File: config.mk
export PLATFORM = sky130hd
export DESIGN_NAME = dccr_regs
export DESIGN_NICKNAME = d
export VERILOG_FILES = /design/src/include/dccr_pkg.sv /design/src/verilog/dccr_capture_chan.sv /design/src/verilog/dccr_regs.sv
export SDC_FILE = /design/constraint.sdc
export NUM_CORES = 1
export LEC_CHECK = 0
export BUFFER_PORTS_ARGS = -buffer_cell sky130_fd_sc_hd__buf_2
export CAP_MARGIN = 20
export CORE_ASPECT_RATIO = 0.5
export CORE_UTILIZATION = 30
export DETAILED_ROUTE_END_ITERATION = 16
export HOLD_SLACK_MARGIN = 0.03
export PLACE_DENSITY = 0.52
export SYNTH_ARGS = -nofsm -noshare
export SYNTH_HDL_FRONTEND = slang
export SYNTH_SLANG_ARGS = --single-unit
File: constraint.sdc
create_clock -name clk_sys -period 4.8 [get_ports clk_sys]
set_input_delay 0.96 -clock clk_sys [delete_from_list [all_inputs] [get_ports clk_sys]]
set_output_delay 0.96 -clock clk_sys [all_outputs]
set_load 0.01 [all_outputs]
File: src/include/dccr_pkg.sv
// dccr_pkg: constants, offsets and field layout of the core control and capture registers
package dccr_pkg;

  // ************************************************************
  // register locations on the control port
  // ************************************************************
  localparam logic [11:0] ADDR_AUX_CONV_0 = 12'h809;
  localparam logic [11:0] ADDR_AUX_CONV_3 = 12'h80C;
  localparam logic [11:0] ADDR_SL_TARGET_0 = 12'h815;
  localparam logic [11:0] ADDR_SL_TARGET_4 = 12'h819;
  localparam logic [11:0] ADDR_CAPTURE_0 = 12'h81A;
  localparam logic [11:0] ADDR_CAPTURE_1 = 12'h81B;
  localparam logic [11:0] ADDR_CORE_CONTROL = 12'h81C;

  // ************************************************************
  // counts and widths
  // ************************************************************
  localparam int SL_SLOTS = 5;
  localparam int AUX_CHANNELS = 4;
  localparam int CAP_CHANNELS = 2;
  localparam int CORE_WORD_W = 28;
  localparam int CAPTURE_W = 24;
  localparam int CAPTURE_DROP = 4;
  localparam logic [15:0] RESET_WORD = 16'h0000;

  // ************************************************************
  // capture setup word fields
  // ************************************************************
  localparam int CAP_STEP_LSB = 2;
  localparam int CAP_STEP_MSB = 11;
  localparam int CAP_SRC_LSB = 0;
  localparam int CAP_SRC_MSB = 1;

  // ************************************************************
  // core control word fields
  // ************************************************************
  localparam int CTL_RATE_LSB = 0;
  localparam int CTL_RATE_MSB = 1;
  localparam int CTL_CLEAR_N = 2;
  localparam int CTL_OUT_MUTE_N = 3;
  localparam int CTL_IN_MUTE_N = 4;
  localparam int CTL_SL_TRIGGER = 5;
  localparam int CTL_IFACE_WE = 6;
  localparam int CTL_PIN_WE = 7;
  localparam int CTL_AUX_WE = 8;
  localparam int CTL_DEB_LSB = 12;
  localparam int CTL_DEB_MSB = 13;
  localparam logic [15:0] CTL_WRITE_MASK = 16'h31FF;

  // ************************************************************
  // debounce intervals, in milliseconds and in clk_sys cycles
  // ************************************************************
  localparam int CLK_SYS_KHZ = 125000;
  localparam int DEB_TIME_00_MS = 20;
  localparam int DEB_TIME_01_MS = 40;
  localparam int DEB_TIME_10_MS = 10;
  localparam int DEB_TIME_11_MS = 5;
  localparam int DEB_CYCLES_00 = DEB_TIME_00_MS * CLK_SYS_KHZ;
  localparam int DEB_CYCLES_01 = DEB_TIME_01_MS * CLK_SYS_KHZ;
  localparam int DEB_CYCLES_10 = DEB_TIME_10_MS * CLK_SYS_KHZ;
  localparam int DEB_CYCLES_11 = DEB_TIME_11_MS * CLK_SYS_KHZ;
  localparam int DEB_PERIOD_W = 23;

  // capture source codes
  typedef enum logic [1:0] {
    DCCR_SRC_MULT_X = 2'b00,
    DCCR_SRC_MULT_Y = 2'b01,
    DCCR_SRC_MAC = 2'b10,
    DCCR_SRC_ACC_FB = 2'b11
  } dccr_src_e;

  // instruction-rate codes
  typedef enum logic [1:0] {
    DCCR_RATE_512 = 2'b00,
    DCCR_RATE_256 = 2'b01,
    DCCR_RATE_128 = 2'b10
  } dccr_rate_e;

  // safeload sequencer states
  typedef enum logic [1:0] {
    DCCR_SL_IDLE = 2'b00,
    DCCR_SL_WAIT = 2'b01,
    DCCR_SL_XFER = 2'b10
  } dccr_sl_state_e;

endpackage : dccr_pkg

File: src/verilog/dccr_capture_chan.sv
// dccr_capture_chan: one data capture channel with its setup word and captured value
`timescale 1ns/10ps
module dccr_capture_chan
  import dccr_pkg::*;
(
  input wire logic clk_sys,
  input wire logic rst,
  input wire logic ce,
  input wire logic setup_wr,
  input wire logic [11:0] setup_wdata,
  input wire logic step_valid,
  input wire logic [9:0] core_pc,
  input wire logic [CORE_WORD_W-1:0] mult_x_in,
  input wire logic [CORE_WORD_W-1:0] mult_y_in,
  input wire logic [CORE_WORD_W-1:0] multiply_accumulate_result,
  input wire logic [CORE_WORD_W-1:0] accum_feedback,
  output logic [11:0] setup,
  output logic [CAPTURE_W-1:0] captured
);

  logic [9:0] capture_step_index;
  logic [1:0] capture_source_select;
  logic [CORE_WORD_W-1:0] next_word;

  assign capture_step_index = setup[CAP_STEP_MSB:CAP_STEP_LSB];
  assign capture_source_select = setup[CAP_SRC_MSB:CAP_SRC_LSB];

  // setup word keeps step index and source select; nothing above bit 11 exists
  always_ff @(posedge clk_sys) begin
    if (rst) begin
      setup <= RESET_WORD[11:0];
    end else if (ce && setup_wr) begin
      setup <= setup_wdata;
    end
  end

  always_comb begin
    next_word = mult_x_in;
    unique case (dccr_src_e'(capture_source_select))
      DCCR_SRC_MULT_X: next_word = mult_x_in;
      DCCR_SRC_MULT_Y: next_word = mult_y_in;
      DCCR_SRC_MAC: next_word = multiply_accumulate_result;
      DCCR_SRC_ACC_FB: next_word = accum_feedback;
    endcase
  end

  always_ff @(posedge clk_sys) begin
    if (rst) begin
      captured <= '0;
    end else if (ce && step_valid && core_pc == capture_step_index) begin
      captured <= next_word[CORE_WORD_W-1:CAPTURE_DROP];
    end
  end

endmodule : dccr_capture_chan

File: src/verilog/dccr_regs.sv
// dccr_regs: safeload address, data capture and core control register bank
// Notes on behaviour
// - five safeload targets hold 12 bits, upper four read zero, reset zero
// - two independent capture channels latch a chosen program point for readout
// - capture happens when the program counter equals the step index
// - captured value is the 5.23 word with four lsbs dropped
// - setup word: step index in bits 11:2, source select in 1:0
// - source 00 mult x, 01 mult y, 10 mac result, 11 accumulator feedback
// - captured values are read at locations 2074 and 2075
// - debounce field bits 13:12 pick 20, 40, 10 or 5 ms
// - aux converter host writes are accepted only while bit 8 is set
// - with bit 8 set aux registers ignore pin samples and keep host values
// - trigger moves only pairs written since last transfer, then clears itself
// - triggered transfer completes within one audio frame
// - mute and clear bits are active low and reset to zero
// - rate field: 00 512, 01 256, 10 128 instructions per sample
`timescale 1ns/10ps
module dccr_regs
  import dccr_pkg::*;
#(
  parameter int DEB_PERIOD_00 = DEB_CYCLES_00,
  parameter int DEB_PERIOD_01 = DEB_CYCLES_01,
  parameter int DEB_PERIOD_10 = DEB_CYCLES_10,
  parameter int DEB_PERIOD_11 = DEB_CYCLES_11
)
(
  input wire logic clk_sys,
  input wire logic rst,
  input wire logic ce,
  // control port side
  input wire logic [11:0] reg_addr,
  input wire logic reg_wr,
  input wire logic [15:0] reg_wdata,
  input wire logic reg_rd,
  output logic [CAPTURE_W-1:0] reg_rdata,
  output logic reg_rvalid,
  // writes into the safeload data registers, one strobe per pair
  input wire logic [SL_SLOTS-1:0] sl_data_written,
  // audio frame and core program
  input wire logic frame_start,
  input wire logic step_valid,
  input wire logic [9:0] core_pc,
  input wire logic [CORE_WORD_W-1:0] mult_x_in,
  input wire logic [CORE_WORD_W-1:0] mult_y_in,
  input wire logic [CORE_WORD_W-1:0] multiply_accumulate_result,
  input wire logic [CORE_WORD_W-1:0] accum_feedback,
  // auxiliary converter samples, taken once per frame while bit 8 is clear
  input wire logic [AUX_CHANNELS*12-1:0] aux_sample,
  output logic [AUX_CHANNELS*12-1:0] aux_conv_data,
  // safeload transfer to parameter memory
  output logic sl_xfer_valid,
  output logic [2:0] sl_xfer_slot,
  output logic [11:0] sl_xfer_addr,
  // control outputs
  output logic [1:0] pin_debounce_select,
  output logic [DEB_PERIOD_W-1:0] debounce_period,
  output logic aux_conv_host_write_enable,
  output logic pin_setting_host_write_enable,
  output logic iface_reg_host_write_enable,
  output logic safeload_trigger,
  output logic input_conv_mute_n,
  output logic output_conv_mute_n,
  output logic core_clear_n,
  output logic [1:0] rate_multiplier_select,
  output logic [10:0] instructions_per_sample
);

  // ************************************************************
  // decode
  // ************************************************************
  function automatic logic in_range(input logic [11:0] a, input logic [11:0] lo,
                                    input logic [11:0] hi);
    in_range = (a >= lo) && (a <= hi);
  endfunction : in_range

  logic [15:0] core_control;
  logic [11:0] sl_target [SL_SLOTS];
  logic [SL_SLOTS-1:0] sl_pending;
  logic [SL_SLOTS-1:0] sl_target_wr;
  logic [SL_SLOTS-1:0] next_pending;
  logic [CAP_CHANNELS-1:0] cap_setup_wr;
  logic [CAPTURE_W-1:0] cap_value [CAP_CHANNELS];
  logic [AUX_CHANNELS-1:0] aux_wr;
  logic ctl_wr;
  logic sl_done;
  logic [2:0] sl_scan;
  dccr_sl_state_e sl_state;
  logic [CAPTURE_W-1:0] next_rdata;

  assign ctl_wr = reg_wr && reg_addr == ADDR_CORE_CONTROL;

  // one write strobe per addressed word
  always_comb begin
    for (int i = 0; i < SL_SLOTS; i++) begin
      sl_target_wr[i] = reg_wr && reg_addr == ADDR_SL_TARGET_0 + 12'(i);
    end
    for (int i = 0; i < CAP_CHANNELS; i++) begin
      cap_setup_wr[i] = reg_wr && reg_addr == ADDR_CAPTURE_0 + 12'(i);
    end
    for (int i = 0; i < AUX_CHANNELS; i++) begin
      aux_wr[i] = reg_wr && reg_addr == ADDR_AUX_CONV_0 + 12'(i) && core_control[CTL_AUX_WE];
    end
  end

  // ************************************************************
  // safeload targets and pending marks
  // ************************************************************
  // 12-bit targets
  always_ff @(posedge clk_sys) begin
    if (rst) begin
      for (int i = 0; i < SL_SLOTS; i++) begin
        sl_target[i] <= RESET_WORD[11:0];
      end
    end else if (ce) begin
      for (int i = 0; i < SL_SLOTS; i++) begin
        if (sl_target_wr[i]) begin
          sl_target[i] <= reg_wdata[11:0];
        end
      end
    end
  end

  // pending marks: a new write wins over the clear of a slot being sent
  always_comb begin
    next_pending = sl_pending;
    if (sl_state == DCCR_SL_XFER) begin
      next_pending[sl_scan] = 1'b0;
    end
    next_pending = next_pending | sl_target_wr | sl_data_written;
  end

  always_ff @(posedge clk_sys) begin
    if (rst) begin
      sl_pending <= '0;
    end else if (ce) begin
      sl_pending <= next_pending;
    end
  end

  // ************************************************************
  // safeload sequencer
  // ************************************************************
  // waits for a frame edge so the core sees the whole set at once
  assign sl_done = sl_state == DCCR_SL_XFER && sl_scan == 3'(SL_SLOTS - 1);

  // scan five slots right after the next frame edge
  always_ff @(posedge clk_sys) begin
    if (rst) begin
      sl_state <= DCCR_SL_IDLE;
      sl_scan <= 3'h0;
    end else if (ce) begin
      unique case (sl_state)
        DCCR_SL_IDLE: begin
          sl_scan <= 3'h0;
          if (ctl_wr && reg_wdata[CTL_SL_TRIGGER]) begin
            sl_state <= DCCR_SL_WAIT;
          end
        end
        DCCR_SL_WAIT: begin
          if (frame_start) begin
            sl_state <= DCCR_SL_XFER;
          end
        end
        DCCR_SL_XFER: begin
          if (sl_done) begin
            sl_state <= DCCR_SL_IDLE;
          end else begin
            sl_scan <= sl_scan + 3'h1;
          end
        end
        default: begin
          sl_state <= DCCR_SL_IDLE;
        end
      endcase
    end
  end

  always_ff @(posedge clk_sys) begin
    if (rst) begin
      sl_xfer_valid <= 1'b0;
      sl_xfer_slot <= 3'h0;
      sl_xfer_addr <= 12'h000;
    end else if (ce) begin
      sl_xfer_valid <= sl_state == DCCR_SL_XFER && sl_pending[sl_scan];
      sl_xfer_slot <= sl_scan;
      sl_xfer_addr <= sl_target[sl_scan];
    end
  end

  // ************************************************************
  // core control register
  // ************************************************************
  // clears and mutes start at zero, so audio stays blocked
  // trigger drops by itself when the scan ends
  always_ff @(posedge clk_sys) begin
    if (rst) begin
      core_control <= RESET_WORD;
    end else if (ce) begin
      if (ctl_wr) begin
        core_control <= reg_wdata & CTL_WRITE_MASK;
        // a busy trigger cannot be withdrawn by software
        if (sl_state != DCCR_SL_IDLE) begin
          core_control[CTL_SL_TRIGGER] <= ~sl_done;
        end
      end else if (sl_done) begin
        core_control[CTL_SL_TRIGGER] <= 1'b0;
      end
    end
  end

  // control fields straight from the register flops
  assign pin_debounce_select = core_control[CTL_DEB_MSB:CTL_DEB_LSB];
  assign aux_conv_host_write_enable = core_control[CTL_AUX_WE];
  assign pin_setting_host_write_enable = core_control[CTL_PIN_WE];
  assign iface_reg_host_write_enable = core_control[CTL_IFACE_WE];
  assign safeload_trigger = core_control[CTL_SL_TRIGGER];
  assign input_conv_mute_n = core_control[CTL_IN_MUTE_N];
  assign output_conv_mute_n = core_control[CTL_OUT_MUTE_N];
  assign core_clear_n = core_control[CTL_CLEAR_N];
  assign rate_multiplier_select = core_control[CTL_RATE_MSB:CTL_RATE_LSB];

  always_ff @(posedge clk_sys) begin
    if (rst) begin
      debounce_period <= DEB_PERIOD_W'(DEB_PERIOD_00);
    end else if (ce) begin
      unique case (core_control[CTL_DEB_MSB:CTL_DEB_LSB])
        2'b00: debounce_period <= DEB_PERIOD_W'(DEB_PERIOD_00);
        2'b01: debounce_period <= DEB_PERIOD_W'(DEB_PERIOD_01);
        2'b10: debounce_period <= DEB_PERIOD_W'(DEB_PERIOD_10);
        2'b11: debounce_period <= DEB_PERIOD_W'(DEB_PERIOD_11);
      endcase
    end
  end

  // program length per sample; code 11 is unused and held at 512
  always_ff @(posedge clk_sys) begin
    if (rst) begin
      instructions_per_sample <= 11'h200;
    end else if (ce) begin
      unique case (core_control[CTL_RATE_MSB:CTL_RATE_LSB])
        DCCR_RATE_512: instructions_per_sample <= 11'h200;
        DCCR_RATE_256: instructions_per_sample <= 11'h100;
        DCCR_RATE_128: instructions_per_sample <= 11'h080;
        default: instructions_per_sample <= 11'h200;
      endcase
    end
  end

  // ************************************************************
  // auxiliary converter data
  // ************************************************************
  // pin samples taken per frame only while host mode is off
  always_ff @(posedge clk_sys) begin
    if (rst) begin
      aux_conv_data <= '0;
    end else if (ce) begin
      for (int i = 0; i < AUX_CHANNELS; i++) begin
        if (core_control[CTL_AUX_WE]) begin
          if (aux_wr[i]) begin
            aux_conv_data[i*12 +: 12] <= reg_wdata[11:0];
          end
        end else if (frame_start) begin
          aux_conv_data[i*12 +: 12] <= aux_sample[i*12 +: 12];
        end
      end
    end
  end

  // ************************************************************
  // data capture channels
  // ************************************************************
  // two independent channels
  for (genvar g = 0; g < CAP_CHANNELS; g++) begin : g_cap
    dccr_capture_chan u_chan (
      .clk_sys(clk_sys),
      .rst(rst),
      .ce(ce),
      .setup_wr(cap_setup_wr[g]),
      .setup_wdata(reg_wdata[11:0]),
      .step_valid(step_valid),
      .core_pc(core_pc),
      .mult_x_in(mult_x_in),
      .mult_y_in(mult_y_in),
      .multiply_accumulate_result(multiply_accumulate_result),
      .accum_feedback(accum_feedback),
      .setup(),
      .captured(cap_value[g])
    );
  end

  // ************************************************************
  // read path
  // ************************************************************
  // one registered answer per read strobe; unmapped reads return zero
  always_comb begin
    next_rdata = '0;
    if (in_range(reg_addr, ADDR_SL_TARGET_0, ADDR_SL_TARGET_4)) begin
      next_rdata = CAPTURE_W'(sl_target[3'(reg_addr - ADDR_SL_TARGET_0)]);
    end else if (in_range(reg_addr, ADDR_AUX_CONV_0, ADDR_AUX_CONV_3)) begin
      next_rdata = CAPTURE_W'(aux_conv_data[2'(reg_addr - ADDR_AUX_CONV_0)*12 +: 12]);
    end else if (reg_addr == ADDR_CAPTURE_0 || reg_addr == ADDR_CAPTURE_1) begin
      next_rdata = cap_value[reg_addr == ADDR_CAPTURE_1];
    end else if (reg_addr == ADDR_CORE_CONTROL) begin
      next_rdata = CAPTURE_W'(core_control);
    end
  end

  always_ff @(posedge clk_sys) begin
    if (rst) begin
      reg_rdata <= '0;
      reg_rvalid <= 1'b0;
    end else if (ce) begin
      reg_rvalid <= reg_rd;
      if (reg_rd) begin
        reg_rdata <= next_rdata;
      end
    end
  end

endmodule : dccr_regs

# [Yosys cells after proc, flatten, opt, wreduce, memory -nomap -nowiden]
# Memories as Yosys holds them, arrays and structs flattened. A register that Yosys moved wholly into a read port is not among the register bits.
# Cells that the tools add are included.
# Widths: inputs -> output; s select.
[word_totals] output_inout_bits=134 ram_bits=60 register_bits=204 wordCells=188 mem_count=1 in_bits=210
[mem_list] name="sl_target" words=5 width=12 rd=2 rd_clocked_by_memory_dff=1 wr=5 line="dccr_regs.sv:77" source="logic [11:0] sl_target [SL_SLOTS];"
[classes] eq_ne=36 multipliers=1 n_shift=1 add_sub_neg=3 reduce_logical=45 n_bitwise=11 magnitude_cmp=7 mux=64
[op_table] operator="$pmux 28 s4" n=2
[op_table] operator="$mux 12" n=17
[op_table] operator="$eq 12x12->1 const B" n=12
[op_table] operator="$mux 24" n=6
[op_table] operator="$pmux 23 s4" n=1
[op_table] operator="$shiftx 48x7->12" n=1
[op_table] operator="$logic_and 1x1->1" n=27
[op_table] operator="$mux 1" n=27
[op_table] operator="$ge 12x12->1 const B" n=2
[op_table] operator="$le 12x12->1 const B" n=2
[op_table] operator="$eq 10x10->1" n=2
[op_table] operator="$pmux 10 s2" n=1
[op_table] operator="$eq 2x2->1 const B" n=8
[op_table] operator="$reduce_and 3->1" n=5
[op_table] operator="$mux 14" n=1
[op_table] operator="$eq 2x1->1 const B" n=5
[op_table] operator="$or 5x5->5" n=2
[op_table] operator="$logic_not 2->1" n=4
[op_table] operator="$ne 2x1->1 const B" n=4
[op_table] operator="$ne 2x2->1 const B" n=4
[op_table] operator="$reduce_bool 2->1" n=4
[op_table] operator="$mux 2" n=3
[op_table] operator="$pmux 2 s3" n=1
[op_table] operator="$pmux 3 s2" n=1
[op_table] operator="20 further kinds" n=26

# [Depth between registers and ports, before layout]
# Gate-level depths: netlist of the first run.
[logic_depth] depth_word=9 depth_mapped=11 ltp_nobuf=7

# [Hierarchy]
# From an unflattened synthesis of the first run, not the netlist that was laid out.
[hier_totals] hier_cells=1266 area_unflattened_um2=13546.7
[modules_own_cells] module="dccr_regs" cells_per_inst=864 n_inst=1 area_per_inst_um2=9180.1 seq_area_each_um2=4304.1
[modules_own_cells] module="dccr_capture_chan" cells_per_inst=201 n_inst=2 area_per_inst_um2=2183.3 seq_area_each_um2=720.7

# [Worst setup path after synthesis of the first run]
# Ideal clock, no wire load.
[synth_path] kind="in2reg" startpoint="input reg_addr[0]" endpoint="register reg_rdata[0]" t_arrival_ps=3098 cell_stages=10 setup_time_ps=117 n_path_buf=4 slack_ps=1584 required_time_ps=4683 path_cell_list="buf_2 > buf_2 > inv_1 > ha_1 > clkbuf_1 > clkbuf_1 > mux4_2 > nand2_1 > nand3_1 > a32o_1"
[synth_via] elab_chain_cells=8 elab_cells_between_ends=23 classes_between="2 x add/sub; 1 x mul; 4 x order compare; 3 x eq/ne; 1 x shift; 7 x mux; 1 x bitwise; 3 x reduce/logical; 1 x memory"
[synth_lines] item="from (decl)" line="dccr_regs.sv:31" source="input wire logic [11:0] reg_addr,"
[synth_lines] item="branches (longest 7 deep; another with $mul 2x2->4)"
[synth_lines] item="$mux 24 (*)" line="dccr_regs.sv:297" source="if (in_range(reg_addr, ADDR_SL_TARGET_0, ADDR_SL_TARGET_4)) begin"
[synth_lines] item="to (signal assigned)" line="dccr_regs.sv:315" source="reg_rdata <= next_rdata;"
[synth_lines] item="to (decl)" line="dccr_regs.sv:35" source="output logic [CAPTURE_W-1:0] reg_rdata,"
# Mark *: on every way between the ends. The select of a mux whose other input is x is not followed.
# A chain may end at the register's enable or synchronous reset.

# [Final worst setup path of the first run]
[layout_path] startpoint="input ce" endpoint="register reg_rdata[20]"
[layout_via] elab_chain_cells=1
[layout_lines] item="from (decl)" line="dccr_regs.sv:29" source="input wire logic ce,"
[layout_lines] item="$reduce_and 2->1 (no source line)"
# Every way passes these cells.

==> results of run 1 <==
==> worst paths after layout <==
path / startpoint / to / cells past startpoint
worst min register to register: reg_rdata[15]$_SDFFE_PP0P_ / reg_rdata[15]$_SDFFE_PP0P_ / 2
worst max-delay path: ce / reg_rdata[20]$_SDFFE_PP0P_ / 7
worst max register to register: core_control[8]$_SDFFE_PP0P_ / aux_conv_data[25]$_SDFFE_PP0P_ / 6
worst min-delay path: reg_rdata[15]$_SDFFE_PP0P_ / reg_rdata[15]$_SDFFE_PP0P_ / 2
==> cell type report <==
| class | instances | share of cell area [%] |
|---|---|---|
| Inverter | 18 | 0.421 |
| Clock inverter | 11 | 0.764 |
| Timing Repair Buffer | 338 | 11.0 |
| Antenna cell | 2 | 0.0312 |
| Sequential cell | 257 | 35.8 |
| Clock buffer | 39 | 5.00 |
| Tap cell | 577 | 4.50 |
| Multi-Input combinational cell | 855 | 42.5 |
==> registers in the layout, summed over array words and instances, names as in the netlist, 5 cells and up <==
| register | count |
|---|---|
| aux_conv_data | 48 |
| sl_xfer_addr | 12 |
| sl_pending | 5 |
| reg_rdata | 24 |
| g_cap.u_chan.captured | 48 |
| debounce_period | 12 |
| sl_target | 60 |
| core_control | 11 |
| g_cap.u_chan.setup | 24 |
==> layer usage <==
layer  up-vias  track usage (%)  wire (um)  share of wire [%]
met5         -                0          0                  0
met3        49             1.67       1330                3.1
met1      5090             23.4      18500                 43
met4         0             5.28       1010                2.3
met2       206             35.0      22400                 52
li1       5024                -          -                  -
==> cells in the final DEF (no fill, tap or decap), types with 11 or more instances in the layout <==
cell type and count:
buf_2 313, dfxtp_1 194, nand2_1 146, nor2_1 137, mux2i_1 130, mux4_2 84
edfxtp_1 60, a21oi_1 57, a211oi_1 46, o21ai_0 35, clkbuf_16 28, nand3_1 26
buf_4 24, xor2_1 21, inv_1 18, a211oi_2 16, and2_1 15, nand2b_1 14
o22ai_1 13, ha_1 13, conb_1 11
==> power by group through the flow <==
stage	combinational (mW)	clock (mW)	sequential, mW
after floorplan	0.290	0	2.37
after global placement	0.543	0	2.36
after detailed placement	0.547	0	2.36
after CTS	0.549	2.26	2.31
after global routing	0.588	2.35	2.32
final	0.543	2.20	2.32
==> worst min-delay path: cells and delay by family (launching register included) <==
kind | cells | cell delay [ns]
simple gates | 1 | 0.04
flops | 1 | 0.32
compound gates | 1 | 0.05
==> cells by family (layout without fill, tap and decap cells) <==
logic type                 count (synthesis)  in the layout  share of synthesized area [%]
other                                      1             13                         0.0285
buffers and inverters                    138            406                           4.88
muxes                                    214            214                           24.3
and+or+nand+nor                          381            381                           12.9
adders and majority gates                 13             13                           1.24
xor gates and xnor gates                  22             22                           1.46
AOI/OAI and AO/OA                        214            214                           11.6
DFF                                      257            257                           43.7
==> stage by stage <==
step / instances / setup WS, ns / hold slack [ns]
6_report: 2097 / 1.67 / 0.449
5_1_grt: 2097 / 1.41 / 0.486
4_1_cts: 2095 / 1.69 / 0.452
3_5_place_dp: 2045 / 1.12 / 0.438
3_3_place_gp: 2045 / 1.16 / 0.431
2_1_floorplan: 1250 / 1.58 / 0.444
==> impl_metrics.py, run 1 <==
metrics = {
    "floorplanning": {
        "die_x_um": 298,
        "io_pins": 344,
        "die_h_um": 150,
        "initial_core_util_pct": 30.9,
        "dieArea_sq_mm": 0.0448,
        "core-area_sq_mm": 0.0426,
        "rows": 53,
    },
    "critical_path": {
        "cpPeakStageDelay_ns": 0.77,
        "worstPathRequired_ns": 5.27,
        "arrival_ns": 3.60,
        "start_kind": "input port",
        "critPathBufInv": 2,
        "cpMaxStageDelayCell": "nor2_1",
        "end_kind": "register",
        "cp_max_fo": 63,
        "crit_chain": "buf_2 -> buf_4 -> nand2_1 -> nor2_1 -> o2111ai_1 -> a21o_1 -> o21ai_0",
        "path_delay_family": "simple AND/OR/NAND/NOR gates",
        "r2r_setup_slack_ns": 2.48,
        "critPathKind": "input port to register",
    },
    "pwr": {
        "p_per_area_mw_per_mm2": 315,
        "pwr-share-seq_pct": 45.8,
        "ir_drop_mv": 0.154,
        "combinationalPowerShare_pct": 10.7,
        "p_sw_mw": 1.28,
        "intPower_mw": 3.78,
        "p_clk_share_pct": 43.5,
        "power_switching_share_pct": 25.2,
        "power_leakage_nw": 6.42,
        "power_mw": 5.06,
    },
    "clock_network": {
        "htree_levels": 1,
        "clk_latency_ns": 0.57,
        "clkSinkCount": 257,
        "holdBufCountCts": 0,
        "path_clk_slew_ns": 0.06,
        "cts_buffers": 27,
        "cts_tree": "yes",
        "post_cts_buffers": 0,
        "cts_root_buffer": "clkbuf_16",
        "cts_buffer_depth": 3,
        "cts_resized": 0,
    },
    "finish": {
        "stdcell_area_sq_mm": 0.0161,
        "utilization_pct": 37.6,
        "n_fill_cell": 4297,
        "fin_nets": 1720,
        "area_growth_syn_to_layout_pct": 22.0,
        "register_area_sq_mm": 0.00575,
        "drive_gt1_share_pct": 33.1,
        "multi_input_area_sq_mm": 0.00682,
    },
    "synth": {
        "synthArstFlopShare_pct": 0,
        "netlist_area_sq_mm": 0.0132,
        "yosysMostFrequentCell": "dfxtp_1",
        "ys_seq_elements": 257,
        "synth_ff_type": "dfxtp_1",
        "synth_area_leaders": "dfxtp_1 30%, mux4_2 14%, edfxtp_1 14%",
        "netlist_top_cells_count": "197 x dfxtp_1, 146 x nand2_1, 137 x nor2_1, 130 x mux2i_1, 84 x mux4_2",
        "yosysWarnings": 0,
        "synth_enable_flop_cells": 60,
        "ys_types": 59,
        "ys_seq_area_share_pct": 43.7,
        "avgSynthCellArea_sq_um": 10.6,
        "syn_inst": 1240,
        "synth_top_cell_area_share_pct": 30.0,
        "synth_top_cell_by_area": "dfxtp_1",
    },
    "route": {
        "postRouteAntennaNets": 0,
        "drt-total-wl_mm": 43.2,
        "vias": 10400,
        "drt_iter0_markers": 668,
        "routed_via_density": 4.94,
        "drc": 0,
        "drt_pass1_iterations": 5,
        "wl_per_cell_um": 20.6,
    },
    "timing": {
        "drv_slew": 0,
        "final-setup-viol-count": 0,
        "finalHoldViolCount": 0,
        "worst_pin_slew_ns": 1.01,
        "max_freq_ghz": 0.320,
        "rsz0062_at_grt": "no",
        "fin_skew_ns": 0.0314,
        "finalCriticalPeriod_ns": 3.13,
        "tns_ns": 0,
        "finalCritPeriodShare_pct": 65.2,
        "slew_headroom_pct": 32.7,
    },
    "global_route": {
        "grt_pass1_vias": 10400,
        "grt_pass1_wl_mm": 64.2,
        "grt_max_degree": 71,
        "grt_remaining_overflow": 0,
        "grtUsageTotal_pct": 18.8,
        "antenna_found_initial": 3,
    },
    "placed_design": {
        "hpwlAfterDp_mm": 31.0,
        "dpl_cell_area_sq_mm": 0.0151,
        "io_buffers": 314,
        "gp_congestion": 0.842,
    },
    "min_path": {
        "hold_path.class": "register to register",
    },
    "job": {
        "cap_violations": 0,
    },
    "outcome": {
        "outcome": "finished, final reports clean",
    },
}
Note: power is estimated with default switching activity, not from simulation.
==> run 2, diff against run 1 <==
==> constraint.sdc (replaced) <==
create_clock -name clk_sys -period 2.9 [get_ports clk_sys]
set_input_delay 0.58 -clock clk_sys [delete_from_list [all_inputs] [get_ports clk_sys]]
set_output_delay 0.58 -clock clk_sys [all_outputs]
set_load 0.01 [all_outputs]
==> run 2 against run 1 <==
Effect of this change: total power rose by 63%; final cell count rose by 1.8%; non-clock buffer count rose by 37; design area rose by 2.2%; clock-buffer cell count rose by 1; hold slack got worse by 0.17 ns; global-route usage rose by 0.22 points; largest cell class unchanged; highest routed layer unchanged.
==> impl_metrics.py, run 2 (synthesis gave the netlist of run 1 again) <==
metrics = {
    "clock_network": {
        "cts_resized": 0,
        "cts_buffer_depth": 3,
        "htree_levels": 1,
        "clk_latency_ns": 0.56,
        "clkSinkCount": 257,
        "post_cts_buffers": 0,
        "path_clk_slew_ns": 0.06,
        "holdBufCountCts": 0,
        "cts_root_buffer": "clkbuf_16",
        "cts_tree": "yes",
        "cts_buffers": 27,
    },
    "critical_path": {
        "cpPeakStageDelay_ns": 0.50,
        "crit_top_cell": "o22ai_1",
        "worstPathRequired_ns": 3.35,
        "path_delay_family": "compound AO/OA/AOI/OAI gates",
        "crit_chain": "buf_2 -> inv_1 -> ha_1 -> nor2b_1 -> o22ai_1 -> buf_4 -> a221oi_1 -> o22ai_1 -> a32o_1",
        "end_kind": "register",
        "critPathBufInv": 3,
        "start_kind": "input port",
        "critPathKind": "input port to register",
        "cpMaxStageDelayCell": "a221oi_1",
        "cp_max_fo": 14,
        "arrival_ns": 2.55,
    },
    "global_route": {
        "grt_pass1_vias": 10600,
        "antenna_found_initial": 4,
        "grt_pass1_wl_mm": 64.7,
        "grt_remaining_overflow": 0,
        "grt_max_degree": 120,
        "grtUsageTotal_pct": 19.1,
    },
    "finish": {
        "layout_commonest_cell": "buf_2",
        "fin_nets": 1757,
        "area_growth_syn_to_layout_pct": 24.6,
        "largest_reg_flops": 60,
        "reg_top3": "sl_target x60, aux_conv_data x48, g_cap.u_chan.captured x48",
        "final_cell_mix": "313 x buf_2, 194 x dfxtp_1, 146 x nand2_1",
        "top_register": "sl_target",
        "register_area_sq_mm": 0.00575,
        "n_fill_cell": 4219,
        "multi_input_area_sq_mm": 0.00682,
        "drive_gt1_share_pct": 34.3,
    },
    "pwr": {
        "ir_drop_mv": 0.272,
        "p_per_area_mw_per_mm2": 503,
        "power_leakage_nw": 6.60,
    },
    "timing": {
        "rsz0062_at_grt": "no",
        "finalCriticalPeriod_ns": 2.10,
        "max_freq_ghz": 0.477,
        "finalHoldViolCount": 0,
        "tns_ns": 0,
        "finalCritPeriodShare_pct": 72.3,
        "slew_headroom_pct": 53.1,
        "holdWs_ns": 0.283,
        "drv_slew": 0,
        "final-setup-viol-count": 0,
        "worst_pin_slew_ns": 0.703,
        "fin_skew_ns": 0.0256,
    },
    "job": {
        "cap_violations": 0,
    },
    "route": {
        "drt_pass1_iterations": 5,
        "vias": 10500,
        "postRouteAntennaNets": 0,
        "drt-total-wl_mm": 43.8,
        "drc": 0,
        "routed_via_density": 4.93,
        "wl_per_cell_um": 20.5,
        "drt_iter0_markers": 684,
    },
    "placed_design": {
        "gp_congestion": 0.853,
        "io_buffers": 314,
        "hpwlAfterDp_mm": 31.6,
    },
    "floorplanning": {
        "io_pins": 344,
        "initial_core_util_pct": 30.9,
        "dieArea_sq_mm": 0.0448,
        "rows": 53,
        "die_h_um": 150,
        "die_x_um": 298,
        "core-area_sq_mm": 0.0426,
    },
    "outcome": {
        "outcome": "finished, final reports clean",
    },
    "min_path": {
        "hold_path.class": "input port to register",
    },
}
==> run 2: cell count changes in the layout (fill, tap and decap cells not counted), sizes merged <==
cell    previous run  this run
buf              338       375
clkbuf            39        40
clkinv             7         6
diode              2         3
==> run 2: path summary, 6_finish.rpt <==
path	from	to	slack, ns	cells after the start
worst max register to register	sl_scan[1]$_SDFFE_PP0P_	sl_xfer_addr[9]$_SDFFE_PP0P_	0.90	4
worst min-delay path	reg_wdata[12]	core_control[12]$_SDFFE_PP0P_	0.28	3
worst max-delay path	reg_addr[0]	reg_rdata[0]$_SDFFE_PP0P_	0.80	9
worst min register to register	reg_rdata[20]$_SDFFE_PP0P_	reg_rdata[20]$_SDFFE_PP0P_	0.45	2
==> run 2: power breakdown <==
| part | internal, mW | switching (mW) | total [mW] |
|---|---|---|---|
| sequential | 3.77 | 0.0674 | 3.83 |
| clock | 1.98 | 1.49 | 3.47 |
| combinational | 0.422 | 0.524 | 0.946 |
| total | 6.17 | 2.08 | 8.25 |
==> run 2: per-layer routing <==
| layer | track usage, % | share of wire [%] | vias up | wire length [um] |
|---|---|---|---|---|
| li1 | - | - | 5118 | - |
| met1 | 23.9 | 43 | 5126 | 18800 |
| met2 | 34.1 | 50 | 193 | 22000 |
| met3 | 2.24 | 3.6 | 84 | 1590 |
| met4 | 6.64 | 3.3 | 0 | 1460 |
| met5 | 0 | 0 | - | 0 |
==> run 2: final cells by class <==
type,instances,area share [%]
diodes,3,0.0458
clock buffers,40,4.60
clock inverters,10,0.641
inverters,18,0.412
multi-input cells,855,41.6
flip-flops and latches,257,35.0
well taps,577,4.40
repair buffers,375,13.2
==> run 2: stage by stage <==
stage	utilization, %	instances	setup WS (ns)	cell area (sq um)	total power [mW]
finish	38.5	2135	0.804	16400	8.25
global route	38.5	2135	0.754	16400	8.58
CTS	38.5	2132	0.874	16400	8.35
detailed placement	36.4	2082	0.326	15500	4.86
global placement	36.4	2082	0.343	15500	4.85
floorplan	-	1250	0.0644	13200	4.40
==> run 2: tightest hold or removal path: stages <==
cell and delay, ns:
buf_2 0.10, nand2_1 0.05, a21oi_1 0.05
==> run 3, diff against run 2 <==
==> constraint.sdc (replaced) <==
create_clock -name clk_sys -period 2.2 [get_ports clk_sys]
set_input_delay 0.44 -clock clk_sys [delete_from_list [all_inputs] [get_ports clk_sys]]
set_output_delay 0.44 -clock clk_sys [all_outputs]
set_load 0.01 [all_outputs]
==> run 3 against run 2 <==
Effect of this change: routed wire length up 0.29%; combinational power up 38%; hold slack got worse by 0.15 ns; register-to-register slack got worse by 0.41 ns; global-route usage about the same; clock-buffer cell count is 10 lower; non-clock buffer count grew 41; die area is the same; first-iteration DRC count increased by 1.3%; critical path depth down 7.
==> impl_metrics.py, run 3 (synthesis gave the netlist of run 1 again) <==
metrics = {
    "route": {
        "drt_pass1_iterations": 5,
        "routed_via_density": 4.97,
        "drt_iter0_markers": 693,
        "drc": 0,
        "wl_per_cell_um": 20.2,
        "postRouteAntennaNets": 0,
        "vias": 10800,
        "drt-total-wl_mm": 43.9,
    },
    "critical_path": {
        "r2r_cells": 4,
        "r2r_end": "sl_xfer_addr[11]$_SDFFE_PP0P_",
        "cpPeakStageDelay_ns": 0.41,
        "end_kind": "primary output",
        "arrival_ns": 1.56,
        "crit_chain": "buf_12 -> buf_2",
        "cpMaxStageDelayCell": "dfxtp_2",
        "path_delay_family": "buffers and inverters",
        "start_kind": "register",
        "worstPathRequired_ns": 1.76,
        "rr_startpoint": "sl_scan[1]$_SDFFE_PP0P_",
        "cp_max_fo": 50,
        "startpoint": "core_control[8]$_SDFFE_PP0P_",
        "cp.depth": 2,
        "critPathBufInv": 2,
        "r2r_setup_slack_ns": 0.49,
        "critPathKind": "register to primary output",
        "crit_end": "aux_conv_host_write_enable",
    },
    "clock_network": {
        "holdBufCountCts": 0,
        "htree_levels": 1,
        "cts_resized": 0,
        "cts_buffers": 27,
        "clk_latency_ns": 0.57,
        "post_cts_buffers": 0,
        "cts_tree": "yes",
        "cts_root_buffer": "clkbuf_16",
        "clkSinkCount": 257,
        "path_clk_slew_ns": 0.07,
        "cts_buffer_depth": 3,
    },
    "finish": {
        "utilization_pct": 39.6,
        "stdcell_area_sq_mm": 0.0169,
        "fin_nets": 1798,
        "reg_top3": "sl_target x60, aux_conv_data x48, g_cap.u_chan.captured x48",
        "top_register": "sl_target",
        "drive_gt1_share_pct": 36.8,
        "final_cell_mix": "313 x buf_2, 194 x dfxtp_1, 146 x nand2_1",
        "layout_commonest_cell": "buf_2",
        "fin_cells": 2178,
        "area_growth_syn_to_layout_pct": 28.4,
        "largest_reg_flops": 60,
        "n_fill_cell": 4167,
    },
    "pwr": {
        "power_leakage_nw": 6.89,
        "power_mw": 11.3,
        "p_clk_share_pct": 43.8,
        "p_sw_mw": 2.84,
        "pwr-share-seq_pct": 44.6,
        "combinationalPowerShare_pct": 11.6,
        "ir_drop_mv": 0.475,
        "p_per_area_mw_per_mm2": 670,
        "intPower_mw": 8.48,
        "power_switching_share_pct": 25.1,
    },
    "floorplanning": {
        "core-area_sq_mm": 0.0426,
        "rows": 53,
        "die_h_um": 150,
        "initial_core_util_pct": 30.9,
        "io_pins": 344,
        "die_x_um": 298,
        "dieArea_sq_mm": 0.0448,
    },
    "global_route": {
        "grt_use_met3_pct": 1.83,
        "top_usage_layer": "met2",
        "grt_pass1_wl_mm": 65.4,
        "antenna_found_initial": 6,
        "grtUsageTotal_pct": 19.1,
        "met1_usage_pct": 25.0,
        "grt_max_degree": 113,
        "grt_remaining_overflow": 0,
        "grt_pass1_vias": 10600,
        "met2_usage_pct": 34.0,
    },
    "timing": {
        "final-setup-viol-count": 0,
        "finalCriticalPeriod_ns": 2.00,
        "rsz0062_at_grt": "no",
        "worst_pin_slew_ns": 0.588,
        "drv_slew": 0,
        "fin_skew_ns": 0.0223,
        "max_freq_ghz": 0.500,
        "slew_headroom_pct": 60.8,
        "finalCritPeriodShare_pct": 90.9,
        "finalHoldViolCount": 0,
    },
    "job": {
        "cap_violations": 0,
    },
    "placed_design": {
        "hpwlAfterDp_mm": 31.9,
        "dp.cells": 2123,
        "dpl_cell_area_sq_mm": 0.0159,
        "gp_congestion": 0.862,
        "io_buffers": 314,
    },
    "outcome": {
        "outcome": "finished, final reports clean",
    },
    "min_path": {
        "holdPathStages": 3,
        "hold_path.class": "input port to register",
    },
}
==> run 3: power groups by stage <==
| stage | logic, mW | clock network [mW] | registers [mW] |
|---|---|---|---|
| 2_1_floorplan | 0.649 | 0 | 5.17 |
| 3_3_place_gp | 1.31 | 0 | 5.15 |
| 3_5_place_dp | 1.32 | 0 | 5.15 |
| 4_1_cts | 1.32 | 5.05 | 5.05 |
| 5_1_grt | 1.41 | 5.25 | 5.06 |
| 6_report | 1.31 | 4.96 | 5.05 |
==> run 3: worst min-delay path by stage <==
stage	start	to	slack (ns)
CTS	reg_wdata[13]	core_control[13]$_SDFFE_PP0P_	0.11
global placement	reg_rdata[19]$_SDFFE_PP0P_	reg_rdata[19]$_SDFFE_PP0P_	0.43
global route	reg_wdata[12]	core_control[12]$_SDFFE_PP0P_	0.12
finish	reg_wdata[13]	core_control[13]$_SDFFE_PP0P_	0.13
detailed placement	reg_rdata[18]$_SDFFE_PP0P_	reg_rdata[18]$_SDFFE_PP0P_	0.44
floorplan	g_cap[0].u_chan.setup[10]$_SDFFE_PP0P_	g_cap[0].u_chan.setup[10]$_SDFFE_PP0P_	0.44
==> run 3: cell type report <==
type | instances | area (sq um) | share of cell area (%)
well taps | 577 | 722 | 4.27
diodes | 5 | 12.5 | 0.0740
multi-input cells | 855 | 6850 | 40.5
inverters | 18 | 67.6 | 0.400
clock inverters | 20 | 243 | 1.44
flip-flops and latches | 257 | 5750 | 34.0
clock buffers | 30 | 707 | 4.18
repair buffers | 416 | 2560 | 15.1
==> run 3: stage by stage <==
step	hold WS [ns]	setup WS (ns)	setup TNS (ns)
2_1_floorplan	0.444	-0.00815	-0.0407
3_3_place_gp	0.431	-0.166	-10.90
3_5_place_dp	0.439	-0.210	-13.40
4_1_cts	0.111	0.180	0
5_1_grt	0.116	0.133	0
6_report	0.133	0.200	0
==> run 3: tightest hold or removal path: stages <==
cell	delay [ns]
buf_2	0.10
nand2_1	0.05
a21oi_1	0.05
==> run 3: routing by layer <==
layer | part of all wire [%] | wire length, um
met3 | 3.3 | 1450
met2 | 51 | 22300
met5 | 0.025 | 11
met4 | 2.3 | 1010
met1 | 44 | 19200
